File: config.mk
export PLATFORM = sky130hd
export DESIGN_NAME = bst_tap
export DESIGN_NICKNAME = d
export VERILOG_FILES = /design/src/design/bst_pkg.sv /design/src/design/bst_sync.sv /design/src/design/bst_tap.sv
export SDC_FILE = /design/constraint.sdc
export NUM_CORES = 1
export LEC_CHECK = 0
export CORE_MARGIN = 1.5
export CORE_UTILIZATION = 45
export CTS_BUF_LIST = sky130_fd_sc_hd__clkbuf_8 sky130_fd_sc_hd__clkbuf_16
export DETAILED_ROUTE_END_ITERATION = 10
export DONT_BUFFER_PORTS = 1
export GPL_TIMING_DRIVEN = 0
export HOLD_SLACK_MARGIN = 0.06
export PLACE_DENSITY = 0.64
export SLEW_MARGIN = 20
export SYNTH_ARGS = -nofsm -noshare
export SYNTH_HDL_FRONTEND = slang
export SYNTH_SLANG_ARGS = --single-unit
File: constraint.sdc
create_clock -name sys_clk_i -period 2.2 [get_ports sys_clk_i]
set_input_delay 0.11 -clock sys_clk_i [delete_from_list [all_inputs] [get_ports sys_clk_i]]
set_output_delay 0.11 -clock sys_clk_i [all_outputs]
set_load 0.02 [all_outputs]
File: src/design/bst_pkg.sv
package bst_pkg;

    // ------------------------------------------------------------
    // scan geometry
    // ------------------------------------------------------------
    localparam int IR_W      = 4;
    localparam int ID_W      = 32;
    localparam int PIN_IN_W  = 8;
    localparam int PIN_OUT_W = 8;
    localparam int BSC_W     = PIN_IN_W + PIN_OUT_W;

    // ------------------------------------------------------------
    // instruction codes
    // ------------------------------------------------------------
    localparam logic [IR_W-1:0] INS_EXTEST  = 4'h0;
    localparam logic [IR_W-1:0] INS_SAMPLE  = 4'h1;
    localparam logic [IR_W-1:0] INS_IDCODE  = 4'h2;
    localparam logic [IR_W-1:0] INS_HIGHZ   = 4'h3;
    localparam logic [IR_W-1:0] INS_BYPASS  = 4'hf;
    localparam logic [IR_W-1:0] IR_CAPTURE  = 4'h1;

    // ------------------------------------------------------------
    // identification fields (values arbitrary)
    // ------------------------------------------------------------
    localparam logic [3:0]  ID_VERSION   = 4'h1;
    localparam logic [15:0] ID_PART      = 16'h5a5a;
    localparam logic [10:0] ID_VENDOR    = 11'h2a5;
    localparam logic        ID_PRESENT   = 1'b1;
    localparam logic [ID_W-1:0] ID_VALUE = {ID_VERSION, ID_PART, ID_VENDOR, ID_PRESENT};

    // ------------------------------------------------------------
    // timing
    // ------------------------------------------------------------
    localparam int SYS_CLK_PERIOD_NS = 8;
    localparam int TCK_PERIOD_NS     = 100;
    localparam int TCK_HALF_MIN_NS   = 40;
    localparam int TCK_HALF_MIN_CYC  =
        (TCK_HALF_MIN_NS + SYS_CLK_PERIOD_NS - 1) / SYS_CLK_PERIOD_NS;

    // ------------------------------------------------------------
    // types
    // ------------------------------------------------------------
    typedef struct packed {
        logic tck;
        logic tms;
        logic tdi;
        logic trst_n;
    } bst_tap_pins_t;

    // test pins as seen during system reset: test reset released, clock low
    localparam bst_tap_pins_t TAP_SYNC_RST = '{tck: 1'b0, tms: 1'b0, tdi: 1'b0, trst_n: 1'b1};

    typedef enum logic [3:0] {
        TLR, RTI,
        SEL_DR, CAP_DR, SHF_DR, EX1_DR, PAU_DR, EX2_DR, UPD_DR,
        SEL_IR, CAP_IR, SHF_IR, EX1_IR, PAU_IR, EX2_IR, UPD_IR
    } bst_tap_state_t;

endpackage

File: src/design/bst_sync.sv
`timescale 1ns/10ps

// two-flop synchroniser bank; the first stage feeds only the second
module bst_sync #(
    parameter int W = 1
) (
    input  wire logic         sys_clk_i,
    input  wire logic         sys_rst_i,
    input  wire logic [W-1:0] async_i,
    input  wire logic [W-1:0] rst_val_i,
    output logic      [W-1:0] sync_o
);

    logic [W-1:0] meta_q;
    logic [W-1:0] sync_q;

    always_ff @(posedge sys_clk_i) begin
        if (sys_rst_i) begin
            meta_q <= '0;
            sync_q <= '0;
        end else begin
            meta_q <= async_i;
            sync_q <= meta_q;
        end
    end

    // reset value is applied after the flops so no port reaches a reset branch
    assign sync_o = sys_rst_i ? rst_val_i : sync_q;

endmodule

File: src/design/bst_tap.sv
`timescale 1ns/10ps

// Operation
// - the instruction register is four bits; only the defined codes are meant to be loaded.
// - code 0000 drives the boundary cells onto the outputs and selects the boundary chain.
// - code 1111 puts the one-bit bypass register between data in and data out.
// - code 0010 loads the 32-bit identification value and selects it.
// - code 0011 floats every output driver and selects the bypass register.
// - code 0001 selects the boundary chain and captures the input pins into it.
// - code 0001 also lets values be shifted into the boundary cells as a preload.
// - the test pins never sit in the boundary chain.
// - identification bits 31:28 hold the version.
// - identification bits 27:12 hold the part number.
// - identification bits 11:1 hold the vendor code.
// - identification bit 0 is always one.
// - test logic runs on the system clock only, stepping on edges of the synchronised test clock.
module bst_tap
    import bst_pkg::*;
(
    input  wire logic                 sys_clk_i,
    input  wire logic                 sys_rst_i,
    input  wire bst_tap_pins_t        tap_i,
    input  wire logic [PIN_IN_W-1:0]  pin_in_i,
    input  wire logic [PIN_OUT_W-1:0] core_out_i,
    input  wire logic [PIN_OUT_W-1:0] core_oe_i,
    output logic      [PIN_IN_W-1:0]  core_in_o,
    output logic      [PIN_OUT_W-1:0] pin_out_o,
    output logic      [PIN_OUT_W-1:0] pin_oe_o,
    output logic                      tdo_o,
    output logic                      tdo_oe_o,
    output logic      [IR_W-1:0]      ir_o
);

    // ------------------------------------------------------------
    // pin synchronisation
    // ------------------------------------------------------------
    bst_tap_pins_t        tap_s;
    logic [PIN_IN_W-1:0]  pin_s;
    logic                 tck_prev_q;
    logic                 tck_rise;
    logic                 tck_fall;
    logic                 tap_rst;

    bst_sync #(.W($bits(bst_tap_pins_t))) u_tap_sync (
        .sys_clk_i (sys_clk_i),
        .sys_rst_i (sys_rst_i),
        .async_i   (tap_i),
        .rst_val_i (TAP_SYNC_RST),
        .sync_o    (tap_s)
    );

    bst_sync #(.W(PIN_IN_W)) u_pin_sync (
        .sys_clk_i (sys_clk_i),
        .sys_rst_i (sys_rst_i),
        .async_i   (pin_in_i),
        .rst_val_i ('0),
        .sync_o    (pin_s)
    );

    always_ff @(posedge sys_clk_i) begin
        if (sys_rst_i) begin
            tck_prev_q <= 1'b0;
        end else begin
            tck_prev_q <= tap_s.tck;
        end
    end

    assign tck_rise = tap_s.tck & ~tck_prev_q;
    assign tck_fall = ~tap_s.tck & tck_prev_q;
    assign tap_rst  = sys_rst_i | ~tap_s.trst_n;
    assign core_in_o = pin_s;

    // ------------------------------------------------------------
    // controller
    // ------------------------------------------------------------
    function automatic bst_tap_state_t tap_next(input bst_tap_state_t s, input logic tms);
        bst_tap_state_t n;
        n = s;
        case (s)
            TLR:    n = tms ? TLR    : RTI;
            RTI:    n = tms ? SEL_DR : RTI;
            SEL_DR: n = tms ? SEL_IR : CAP_DR;
            CAP_DR: n = tms ? EX1_DR : SHF_DR;
            SHF_DR: n = tms ? EX1_DR : SHF_DR;
            EX1_DR: n = tms ? UPD_DR : PAU_DR;
            PAU_DR: n = tms ? EX2_DR : PAU_DR;
            EX2_DR: n = tms ? UPD_DR : SHF_DR;
            UPD_DR: n = tms ? SEL_DR : RTI;
            SEL_IR: n = tms ? TLR    : CAP_IR;
            CAP_IR: n = tms ? EX1_IR : SHF_IR;
            SHF_IR: n = tms ? EX1_IR : SHF_IR;
            EX1_IR: n = tms ? UPD_IR : PAU_IR;
            PAU_IR: n = tms ? EX2_IR : PAU_IR;
            EX2_IR: n = tms ? UPD_IR : SHF_IR;
            UPD_IR: n = tms ? SEL_DR : RTI;
            default: n = TLR;
        endcase
        return n;
    endfunction

    bst_tap_state_t state_q;

    always_ff @(posedge sys_clk_i) begin
        if (tap_rst) begin
            state_q <= TLR;
        end else if (tck_rise) begin
            state_q <= tap_next(state_q, tap_s.tms);
        end
    end

    // ------------------------------------------------------------
    // instruction register
    // ------------------------------------------------------------
    logic [IR_W-1:0] ir_sr_q;
    logic [IR_W-1:0] ir_q;

    always_ff @(posedge sys_clk_i) begin
        if (tap_rst) begin
            ir_sr_q <= IR_CAPTURE;
        end else if (tck_rise && state_q == CAP_IR) begin
            ir_sr_q <= IR_CAPTURE;
        end else if (tck_rise && state_q == SHF_IR) begin
            ir_sr_q <= {tap_s.tdi, ir_sr_q[IR_W-1:1]};
        end
    end

    // update latches the shifted code; reserved codes fall back to bypass
    always_ff @(posedge sys_clk_i) begin
        if (tap_rst || state_q == TLR) begin
            ir_q <= INS_IDCODE;
        end else if (tck_fall && state_q == UPD_IR) begin
            ir_q <= ir_sr_q;
        end
    end

    assign ir_o = ir_q;

    logic sel_bsc;
    logic sel_id;

    // boundary chain on extest and sample
    assign sel_bsc = (ir_q == INS_EXTEST) || (ir_q == INS_SAMPLE);
    assign sel_id  = (ir_q == INS_IDCODE);

    // ------------------------------------------------------------
    // data registers
    // ------------------------------------------------------------
    logic             byp_q;
    logic [ID_W-1:0]  id_sr_q;
    logic [BSC_W-1:0] bsc_sr_q;
    logic [BSC_W-1:0] bsc_upd_q;

    // bypass bit for bypass, highz and reserved codes
    always_ff @(posedge sys_clk_i) begin
        if (tap_rst) begin
            byp_q <= 1'b0;
        end else if (tck_rise && state_q == CAP_DR) begin
            byp_q <= 1'b0;
        end else if (tck_rise && state_q == SHF_DR) begin
            byp_q <= tap_s.tdi;
        end
    end

    always_ff @(posedge sys_clk_i) begin
        if (tap_rst) begin
            id_sr_q <= ID_VALUE;
        end else if (tck_rise && state_q == CAP_DR && sel_id) begin
            id_sr_q <= ID_VALUE;
        end else if (tck_rise && state_q == SHF_DR && sel_id) begin
            id_sr_q <= {tap_s.tdi, id_sr_q[ID_W-1:1]};
        end
    end

    // sample captures data pins and core outputs; test pins have no cells
    always_ff @(posedge sys_clk_i) begin
        if (sys_rst_i) begin
            bsc_sr_q <= '0;
        end else if (tck_rise && state_q == CAP_DR && sel_bsc) begin
            bsc_sr_q <= {core_out_i, pin_s};
        end else if (tck_rise && state_q == SHF_DR && sel_bsc) begin
            bsc_sr_q <= {tap_s.tdi, bsc_sr_q[BSC_W-1:1]};
        end
    end

    // update stage keeps the pins steady while the chain shifts
    always_ff @(posedge sys_clk_i) begin
        if (sys_rst_i) begin
            bsc_upd_q <= '0;
        end else if (tck_fall && state_q == UPD_DR && sel_bsc) begin
            bsc_upd_q <= bsc_sr_q;
        end
    end

    // ------------------------------------------------------------
    // output pins
    // ------------------------------------------------------------
    // extest forces cells, highz floats, otherwise core drives
    always_comb begin
        pin_out_o = core_out_i;
        pin_oe_o  = core_oe_i;
        if (ir_q == INS_EXTEST) begin
            pin_out_o = bsc_upd_q[BSC_W-1:PIN_IN_W];
            pin_oe_o  = '1;
        end else if (ir_q == INS_HIGHZ) begin
            pin_oe_o  = '0;
        end
    end

    // ------------------------------------------------------------
    // serial output
    // ------------------------------------------------------------
    logic tdo_q;
    logic tdo_oe_q;
    logic tdo_src;

    always_comb begin
        if (state_q == SHF_IR) begin
            tdo_src = ir_sr_q[0];
        end else if (sel_bsc) begin
            tdo_src = bsc_sr_q[0];
        end else if (sel_id) begin
            tdo_src = id_sr_q[0];
        end else begin
            tdo_src = byp_q;
        end
    end

    // data out moves on the falling edge only
    always_ff @(posedge sys_clk_i) begin
        if (tap_rst) begin
            tdo_q    <= 1'b0;
            tdo_oe_q <= 1'b0;
        end else if (tck_fall) begin
            tdo_q    <= tdo_src;
            tdo_oe_q <= (state_q == SHF_DR) || (state_q == SHF_IR);
        end
    end

    assign tdo_o    = tdo_q;
    assign tdo_oe_o = tdo_oe_q;

    // ------------------------------------------------------------
    // checks
    // ------------------------------------------------------------
    a_ir_reset_id: assert property (@(posedge sys_clk_i)
        tap_rst |=> ir_q == INS_IDCODE) else $error("reset did not select identification");

    a_tlr_normal_drive: assert property (@(posedge sys_clk_i) disable iff (sys_rst_i)
        state_q == TLR |=> pin_oe_o == core_oe_i) else $error("reset state not functional");

    a_highz_all_off: assert property (@(posedge sys_clk_i) disable iff (sys_rst_i)
        ir_q == INS_HIGHZ |-> pin_oe_o == '0) else $error("highz left a driver on");

    a_extest_drive_cells: assert property (@(posedge sys_clk_i) disable iff (sys_rst_i)
        ir_q == INS_EXTEST |-> pin_oe_o == '1 && pin_out_o == bsc_upd_q[BSC_W-1:PIN_IN_W])
        else $error("extest not driving cells");

    a_bypass_capture_zero: assert property (@(posedge sys_clk_i) disable iff (tap_rst)
        tck_rise && state_q == CAP_DR |=> byp_q == 1'b0) else $error("bypass capture not 0");

    a_id_capture_value: assert property (@(posedge sys_clk_i) disable iff (tap_rst)
        tck_rise && state_q == CAP_DR && ir_q == INS_IDCODE |=>
        id_sr_q == ID_VALUE && id_sr_q[0] == 1'b1) else $error("id capture wrong");

    a_sample_pins_in: assert property (@(posedge sys_clk_i) disable iff (sys_rst_i)
        tck_rise && state_q == CAP_DR && ir_q == INS_SAMPLE |=>
        bsc_sr_q[PIN_IN_W-1:0] == $past(pin_s)) else $error("sample missed pins");

    a_preload_shift_in: assert property (@(posedge sys_clk_i) disable iff (sys_rst_i)
        tck_rise && state_q == SHF_DR && sel_bsc |=>
        bsc_sr_q[BSC_W-1] == $past(tap_s.tdi)) else $error("preload shift lost data");

    a_tdo_falling_only: assert property (@(posedge sys_clk_i) disable iff (tap_rst)
        $changed(tdo_q) |-> $past(tck_fall)) else $error("data out moved off falling edge");

    a_ir_update_load: assert property (@(posedge sys_clk_i) disable iff (tap_rst)
        tck_fall && state_q == UPD_IR |=> ir_q == $past(ir_sr_q)) else $error("ir update lost");

endmodule

; Word level (Yosys, flattened, before mapping)
; Index checks and enable logic that the tools add are counted.
[totals]
ff_bits = 104
input_bits = 30
word_cells = 84
[op_classes]
n_eq_ne = 18
muxes = 23
bitwise_logic = 6
reduce_logical = 23
[op_table]
columns = op, n
row1 = $pmux 4 s12, 1
row2 = $eq 4x4->1 const B, 8
row3 = $mux 16, 2
row4 = $mux 8, 4
row5 = $mux 4, 5
row6 = $eq 4x2->1 const B, 4
row7 = $eq 4x3->1 const B, 4
row8 = $logic_and 1x1->1, 11
row9 = $reduce_or 2->1, 5
row10 = $eq 4x1->1 const B, 2
row11 = $logic_not 4->1, 2
row12 = $mux 1, 6
row13 = $mux 2, 3
row14 = $mux 3, 2
row15 = $logic_or 1x1->1, 3
row16 = $not 1->1, 3
row17 = $reduce_or 3->1, 1
row18 = $and 1x1->1, 2
row19 = $reduce_bool 2->1, 1
row20 = $or 1x1->1, 1

; Depth between registers and ports, before layout
; Gate-level depths: netlist of run 1.
[logic_depth]
depth_word = 6
mapped_depth = 7
mapped_depth_nobuf = 4

; Cells and area by module
; Synthesis of run 1 repeated with hierarchy kept, for this count alone.
[hier_totals]
cells_unflattened = 461
area_unflattened_um2 = 4121.5
[modules_own_cells]
columns = mod, instances, cells_each, area_each_um2, seq_area_each_um2
row1 = bst_tap, 1, 397, 3263.1, 1441.4
row2 = bst_sync at u_pin_sync, 1, 43, 564.3, 320.3
row3 = bst_sync at u_tap_sync, 1, 21, 294.0, 160.2

; Worst setup path after synthesis of run 1
; Ideal clock, no wire load.
[synth_path]
kind = reg2out
start = reg ir_q[3] (netlist: ir_o[3])
end = out pin_out_o[5]
arrival_time_ps = 1663
setup_slack_ps = 427
stages_incl_launch_ff = 5
path_buffers = 1
path_cell_list = dfxtp_1 > or3_1 > nor2_4 > buf_2 > mux2_2
[synth_via]
elab_chain_cells = 2
[synth_rtl]
columns = item, line
row1 = "start, declared", bst_tap.sv:115  ; logic [IR_W-1:0] ir_q;
row2 = "start signal, assigned", bst_tap.sv:132  ; ir_q <= ir_sr_q;
row3 = $logic_not 4->1, bst_tap.sv:201  ; if (ir_q == INS_EXTEST) begin
row4 = $mux 8, bst_tap.sv:201
row5 = "end, declared", bst_tap.sv:27  ; output logic [PIN_OUT_W-1:0] pin_out_o,
; No other way between the ends.

; Worst setup path after layout of run 1
[layout_path]
start = reg ir_q[1] (netlist: ir_o[1])
end = out pin_out_o[6]
; Same word-level chain as after synthesis.

==> impl_metrics.tcl, run 1 <==
set metrics [dict create \
    insertion_delay_ns 0.36 \
    dp_cells 556 \
    yosysMostFrequentCell "dfxtp_1" \
    setup_violations 0 \
    post_drt_wl_per_cell_um 14.0 \
    final_hold_viol_count 0 \
    switching_share_pct 24.9 \
    drive_gt1_share_pct 15.7 \
    fin_crit_sh_pct 96.2 \
    crit_fanout 10 \
    ys_top_cells_by_count "dfxtp_1 (96), nand2_1 (90), nor2_1 (37)" \
    antennaDiodeCount 0 \
    worstPathRequired_ns 2.09 \
    clockBufferDepth 2 \
    place_hpwl_um 5720 \
    synth_warnings 0 \
    synth_top_area_share_pct 47.5 \
    hp-class "primary input to flip-flop" \
    ir_worst_vdd_mv 0.321 \
    drtPass1Iterations 4 \
    synth_xor_area_share_pct 0.433 \
    rsz0062_at_grt "false" \
    clock_power_share_pct 36.5 \
    finalWorstSetupSlack_ns 0.0841 \
    initial_core_util_pct 46.4 \
    seqPwrFrac_pct 58.9 \
    grt_pass1_vias 2906 \
    avgSynthCellArea_um2 9.03 \
    nets 510 \
    grt_max_degree 19 \
    synth_edf_count 0 \
    power_density_nw_per_um2 653 \
    wirelength_um 8280 \
    dr_wl_met2_um 3820 \
    status "completed" \
    netlist_instances 448 \
    grt-ovfl-total 0 \
    netlist_area_um2 4050 \
    ys_types 54 \
    min_period_ns 2.12 \
    reg2reg_depth 4 \
    relSlewSlack_pct 56.2 \
    min_path_cells 3 \
    drv_slew 0 \
    wl_met3_um 387 \
    cts_tree "built" \
    crit_type "flip-flop to primary output" \
    worstMarginPinSlew_ns 0.656 \
    synthToLayoutAreaGrowth_pct 13.3 \
    core_region_area_um2 8720 \
    ys_ff_latch 96 \
    instances_no_fill 593 \
    rows 34 \
    cp_data_arrival_time_ns 2.01 \
    synth_top_cell_by_area "dfxtp_1" \
    drc 0 \
    via_per_inst 5.32 \
    synthArstFlopShare_pct 0 \
    fillers 776 \
    root_buffer "clkbuf_8" \
    groute.usage.overall_pct 18.0 \
    htreeDepth 3 \
    place_congestion 0.803 \
    syn_nets 478 \
    p_leak_nw 1.71 \
    synthMuxAreaShare_pct 5.94 \
    power_switching_w 0.000746 \
    ys_top_cells_by_area "dfxtp_1 (47%), nand2_1 (8.3%), nor2b_1 (5.6%), a311oi_2 (3.7%), mux2i_1 (3.7%)" \
    tns_ns 0 \
    die-area_um2 9570 \
    highest_layer "met4" \
    synth_top_family_by_area "simple AND/OR/NAND/NOR gates" \
    yosysSeqAreaShare_pct 47.5 \
    skew_ns 0.00959 \
    antenna_found_initial 0 \
    synth-compound-area-share_pct 14.7 \
    max_cap_viol_count 0 \
    ant_nets 0 \
    fmax_ghz 0.473 \
    path_clk_slew_ns 0.10 \
    combPwrFrac_pct 4.6 \
    grt_pass1_wl_um 14100 \
    die_y_um 97.8 \
    numPortBuffers 0 \
    cts_buffers 9 \
    crit_path_start_kind "flip-flop" \
    wl_met1_um 3960 \
    clock-sinks 96 \
    io_pins 60 \
    drtIter0Drc 116 \
    intPower_w 0.00225 \
    dp_slack_ns 0.201 \
    synthAdderAreaFrac_pct 0 \
    worst_setup_path_end_kind "primary output" \
    synth-main-ff-cell "dfxtp_1" \
    synthSimpleGateAreaFrac_pct 26.9 \
    die_w_um 97.8 \
    vias 3155 \
]
==> registers in the layout, summed over array words and instances, names as in the netlist <==
name,count
state_q,4
bsc_upd_q,8
u_tap_sync.sync_q,4
ir_o,4
u_pin_sync.meta_q,8
ir_sr_q,4
u_pin_sync.sync_q,8
u_tap_sync.meta_q,4
id_sr_q,32
tdo_oe_o,1
bsc_sr_q,16
tdo_o,1
tck_prev_q,1
byp_q,1
==> critical path, cell delays in order, from the launching register on <==
cell and delay [ns]:
dfxtp_1 0.46, or3_4 0.46, nor2_4 0.13, buf_4 0.19
mux2_2 0.41
==> through the flow <==
stage	util, %	power (W)	instance area (µm²)	hold slack (ns)
detailed placement	48.0	0.00191	4180	0.246
floorplan	-	0.00190	4050	0.238
global route	52.6	0.00312	4590	0.259
global placement	48.0	0.00191	4180	0.239
finish	52.6	0.00300	4590	0.231
CTS	52.5	0.00303	4580	0.218
==> cell usage in the layout, fill, tap and decap left out, types with 2 or more instances in the layout <==
cell,netlist,routed
nand2b_1,3,3
a311oi_1,6,6
clkinv_4,0,2
o211ai_1,2,2
a211o_1,3,3
inv_8,0,2
clkbuf_8,0,9
a311oi_2,10,10
nor2b_1,36,36
and3_1,3,3
mux2i_1,15,15
nand2_2,10,10
a21o_1,8,8
a21oi_1,24,24
xnor2_1,2,2
nor3_1,2,2
o21ai_0,6,6
buf_2,10,9
o31ai_1,3,3
clkbuf_1,12,12
nand3_1,19,19
clkinvlp_4,0,2
nor2_2,2,2
a31oi_1,4,4
dlygate4sd3_1,0,20
mux2_2,8,8
inv_1,4,4
dfxtp_1,96,95
nand2_1,90,90
buf_4,5,7
nor2_1,37,37
==> power by group through the flow <==
stage                      logic, W  registers [W]  clock network [W]
after global placement     0.000107        0.00181                  0
after floorplan           0.0000918        0.00180                  0
after detailed placement   0.000109        0.00181                  0
after global routing       0.000147        0.00177            0.00120
final                      0.000136        0.00177            0.00110
after CTS                  0.000138        0.00177            0.00113
==> cell families after synthesis <==
family                    count (synthesis)
muxes                                    23
and+or+nand+nor                         218
buffers and inverters                    34
DFF                                      96
AOI/OAI and AO/OA                        75
xor gates and xnor gates                  2
==> metal layers <==
metal,track usage (%),up-vias
met5,0,-
met4,5.60,0
met3,4.58,9
met2,28.3,68
met1,24.3,1488
li1,-,1590
==> path summary, 6_finish.rpt <==
check	end	start	slack (ns)
max	pin_out_o[6]	ir_o[1]$_SDFFE_PP1P_	0.08
min	tck_prev_q$_SDFF_PP0_	sys_rst_i	0.23
max reg2reg	bsc_upd_q[10]$_SDFFE_PP0P_	ir_o[1]$_SDFFE_PP1P_	0.23
min reg2reg	u_pin_sync.sync_q[4]$_SDFF_PP0_	u_pin_sync.meta_q[4]$_SDFF_PP0_	0.45
==> timing repair <==
item	in CTS	in global routing
endpoints found under the hold margin	20	0
pin swaps	1	0
gates resized for setup	2	1
setup buffers	1	0
hold buffers	20	0
endpoints found under the setup margin	3	8
==> area by class of cell <==
type,instances,area (µm²),area share [%]
Multi-Input combinational cell,318,1950,42.5
Sequential cell,96,1920,41.9
Timing Repair Buffer,21,208,4.53
Buffer,30,170,3.71
Tap cell,108,135,2.95
Clock buffer,9,124,2.70
Clock inverter,7,63.8,1.39
Inverter,4,15.0,0.327
Power figures use the tool's default switching activity.
==> run 2: changes to the inputs <==
--- a/config.mk
+++ b/config.mk
@@ -13,6 +13,7 @@
 export GPL_TIMING_DRIVEN = 0
 export HOLD_SLACK_MARGIN = 0.06
 export PLACE_DENSITY = 0.64
+export RECOVER_POWER = 25
 export SLEW_MARGIN = 20
 export SYNTH_ARGS = -nofsm -noshare
 export SYNTH_HDL_FRONTEND = slang
==> impl_metrics.tcl, run 2 (synthesis results as in run 1) <==
set metrics [dict create \
    hp-class "primary input to flip-flop" \
    tns_ns 0 \
    skew_ns 0.00959 \
    cp-startpoint "ir_o[1]$_SDFFE_PP1P_" \
    final_common_cell "dfxtp_1" \
    crit_path_cell_trace "or3_4 > nor2_4 > buf_4 > mux2_2" \
    final_hold_viol_count 0 \
    top_regs "id_sr_q: 32 flops, bsc_sr_q: 16 flops" \
    cts_tree "built" \
    post_dp_cell_area_um2 4180 \
    ant_nets 0 \
    worstMarginPinSlew_ns 0.656 \
    grt_max_degree 19 \
    power_density_nw_per_um2 654 \
    crit_fanout 10 \
    status "completed" \
    worst_setup_path_end_kind "primary output" \
    drv_slew 0 \
    max_cap_viol_count 0 \
    holdWs_ns 0.330 \
    relSlewSlack_pct 56.2 \
    clockBufferDepth 2 \
    drive_gt1_share_pct 15.5 \
    htreeDepth 3 \
    finalPower_w 0.00300 \
    fillers 774 \
    die_w_um 97.8 \
    setup_violations 0 \
    crit_path_start_kind "flip-flop" \
    clock-sinks 96 \
    wirelength_um 8270 \
    crit_type "flip-flop to primary output" \
    die-area_um2 9570 \
    final_cell_mix "dfxtp_1 (95), nand2_1 (90), nor2_1 (37)" \
    max_stage_delay_ns 0.46 \
    vias 3157 \
    path_clk_slew_ns 0.10 \
    insertion_delay_ns 0.36 \
    cts_buffers 9 \
    antennaDiodeCount 0 \
    p_leak_nw 1.71 \
    die_y_um 97.8 \
    nets 510 \
    place_hpwl_um 5720 \
    cp_data_arrival_time_ns 2.01 \
    fin_util_pct 52.6 \
    worstPathRequired_ns 2.09 \
    fmax_ghz 0.473 \
    grt_pass1_wl_um 14100 \
    reg2reg_from "ir_o[1]$_SDFFE_PP1P_" \
    groute.usage.overall_pct 18.0 \
    post_drt_wl_per_cell_um 13.9 \
    drc 0 \
    fin_area_um2 4590 \
    largest_reg_flops 32 \
    initial_core_util_pct 46.4 \
    ir_worst_vdd_mv 0.321 \
    core_region_area_um2 8720 \
    grt-ovfl-total 0 \
    regMostFlops "id_sr_q" \
    numPortBuffers 0 \
    drtIter0Drc 118 \
    fin_crit_sh_pct 96.2 \
    io_pins 60 \
    hp-start "sys_rst_i" \
    rows 34 \
    drtPass1Iterations 4 \
    rrSetupSlack_ns 0.23 \
    place_congestion 0.803 \
    antenna_found_initial 0 \
    synthToLayoutAreaGrowth_pct 13.3 \
    min_period_ns 2.12 \
    grt_pass1_vias 2906 \
    via_per_inst 5.32 \
    root_buffer "clkbuf_8" \
    rsz0062_at_grt "false" \
    cp_slowest_cell "dfxtp_1" \
]
run 2: changes by cell type in the layout (fill, tap and decap cells not counted), sizes merged:
cell and change:
buf -1, clkbuf +1
run 2: worst paths after layout:
| kind | to | depth (start not counted) |
|---|---|---|
| worst min-delay path | tck_prev_q$_SDFF_PP0_ | 3 |
| worst max register to register | bsc_upd_q[10]$_SDFFE_PP0P_ | 4 |
| worst min register to register | u_pin_sync.sync_q[4]$_SDFF_PP0_ | 1 |
| worst max-delay path | pin_out_o[6] | 4 |
run 2: final cells by class:
class | instances | area [µm²] | share of cell area, %
multi-input combinational | 318 | 1950 | 42.5
sequential | 96 | 1920 | 41.9
timing repair buffer | 21 | 208 | 4.53
buffer | 30 | 169 | 3.68
tap | 108 | 135 | 2.95
clock buffer | 9 | 124 | 2.70
clock inverter | 7 | 63.8 | 1.39
inverter | 4 | 15.0 | 0.327
run 2: power by group:
group          switching (W)  leakage, nW  internal (W)  total [W]
clock network       0.000661       0.0899      0.000434    0.00110
logic              0.0000771        0.840     0.0000590   0.000136
registers         0.00000786        0.780       0.00176    0.00177
total               0.000746         1.71       0.00225    0.00300
run 2: timing repair:
item,CTS,global route
pin swaps,1,0
buffers inserted,1,0
endpoints found under the setup margin,3,8
gates cloned,0,0
gates resized for setup,2,1
hold endpoints to repair,20,0
hold buffers,20,0
run 2: routing by layer:
metal,global-route usage (%),part of all wire (%)
met1,24.3,48
met4,5.60,1.3
met3,4.58,4.7
met5,0,0
met2,28.3,46
run 2: worst max-delay path: cells and delay by family, from the launching register on:
| family | cells | cell delay (ns) |
|---|---|---|
| buf+inv | 1 | 0.19 |
| flops | 1 | 0.46 |
| mux | 1 | 0.41 |
| simple gates | 2 | 0.59 |
run 2: stage by stage:
| stage | std cells | setup slack (ns) |
|---|---|---|
| after floorplan | 448 | 0.427 |
| after global placement | 556 | 0.244 |
| after detailed placement | 556 | 0.201 |
| after CTS | 593 | 0.0110 |
| after global routing | 593 | 0.00350 |
| final | 593 | 0.0843 |
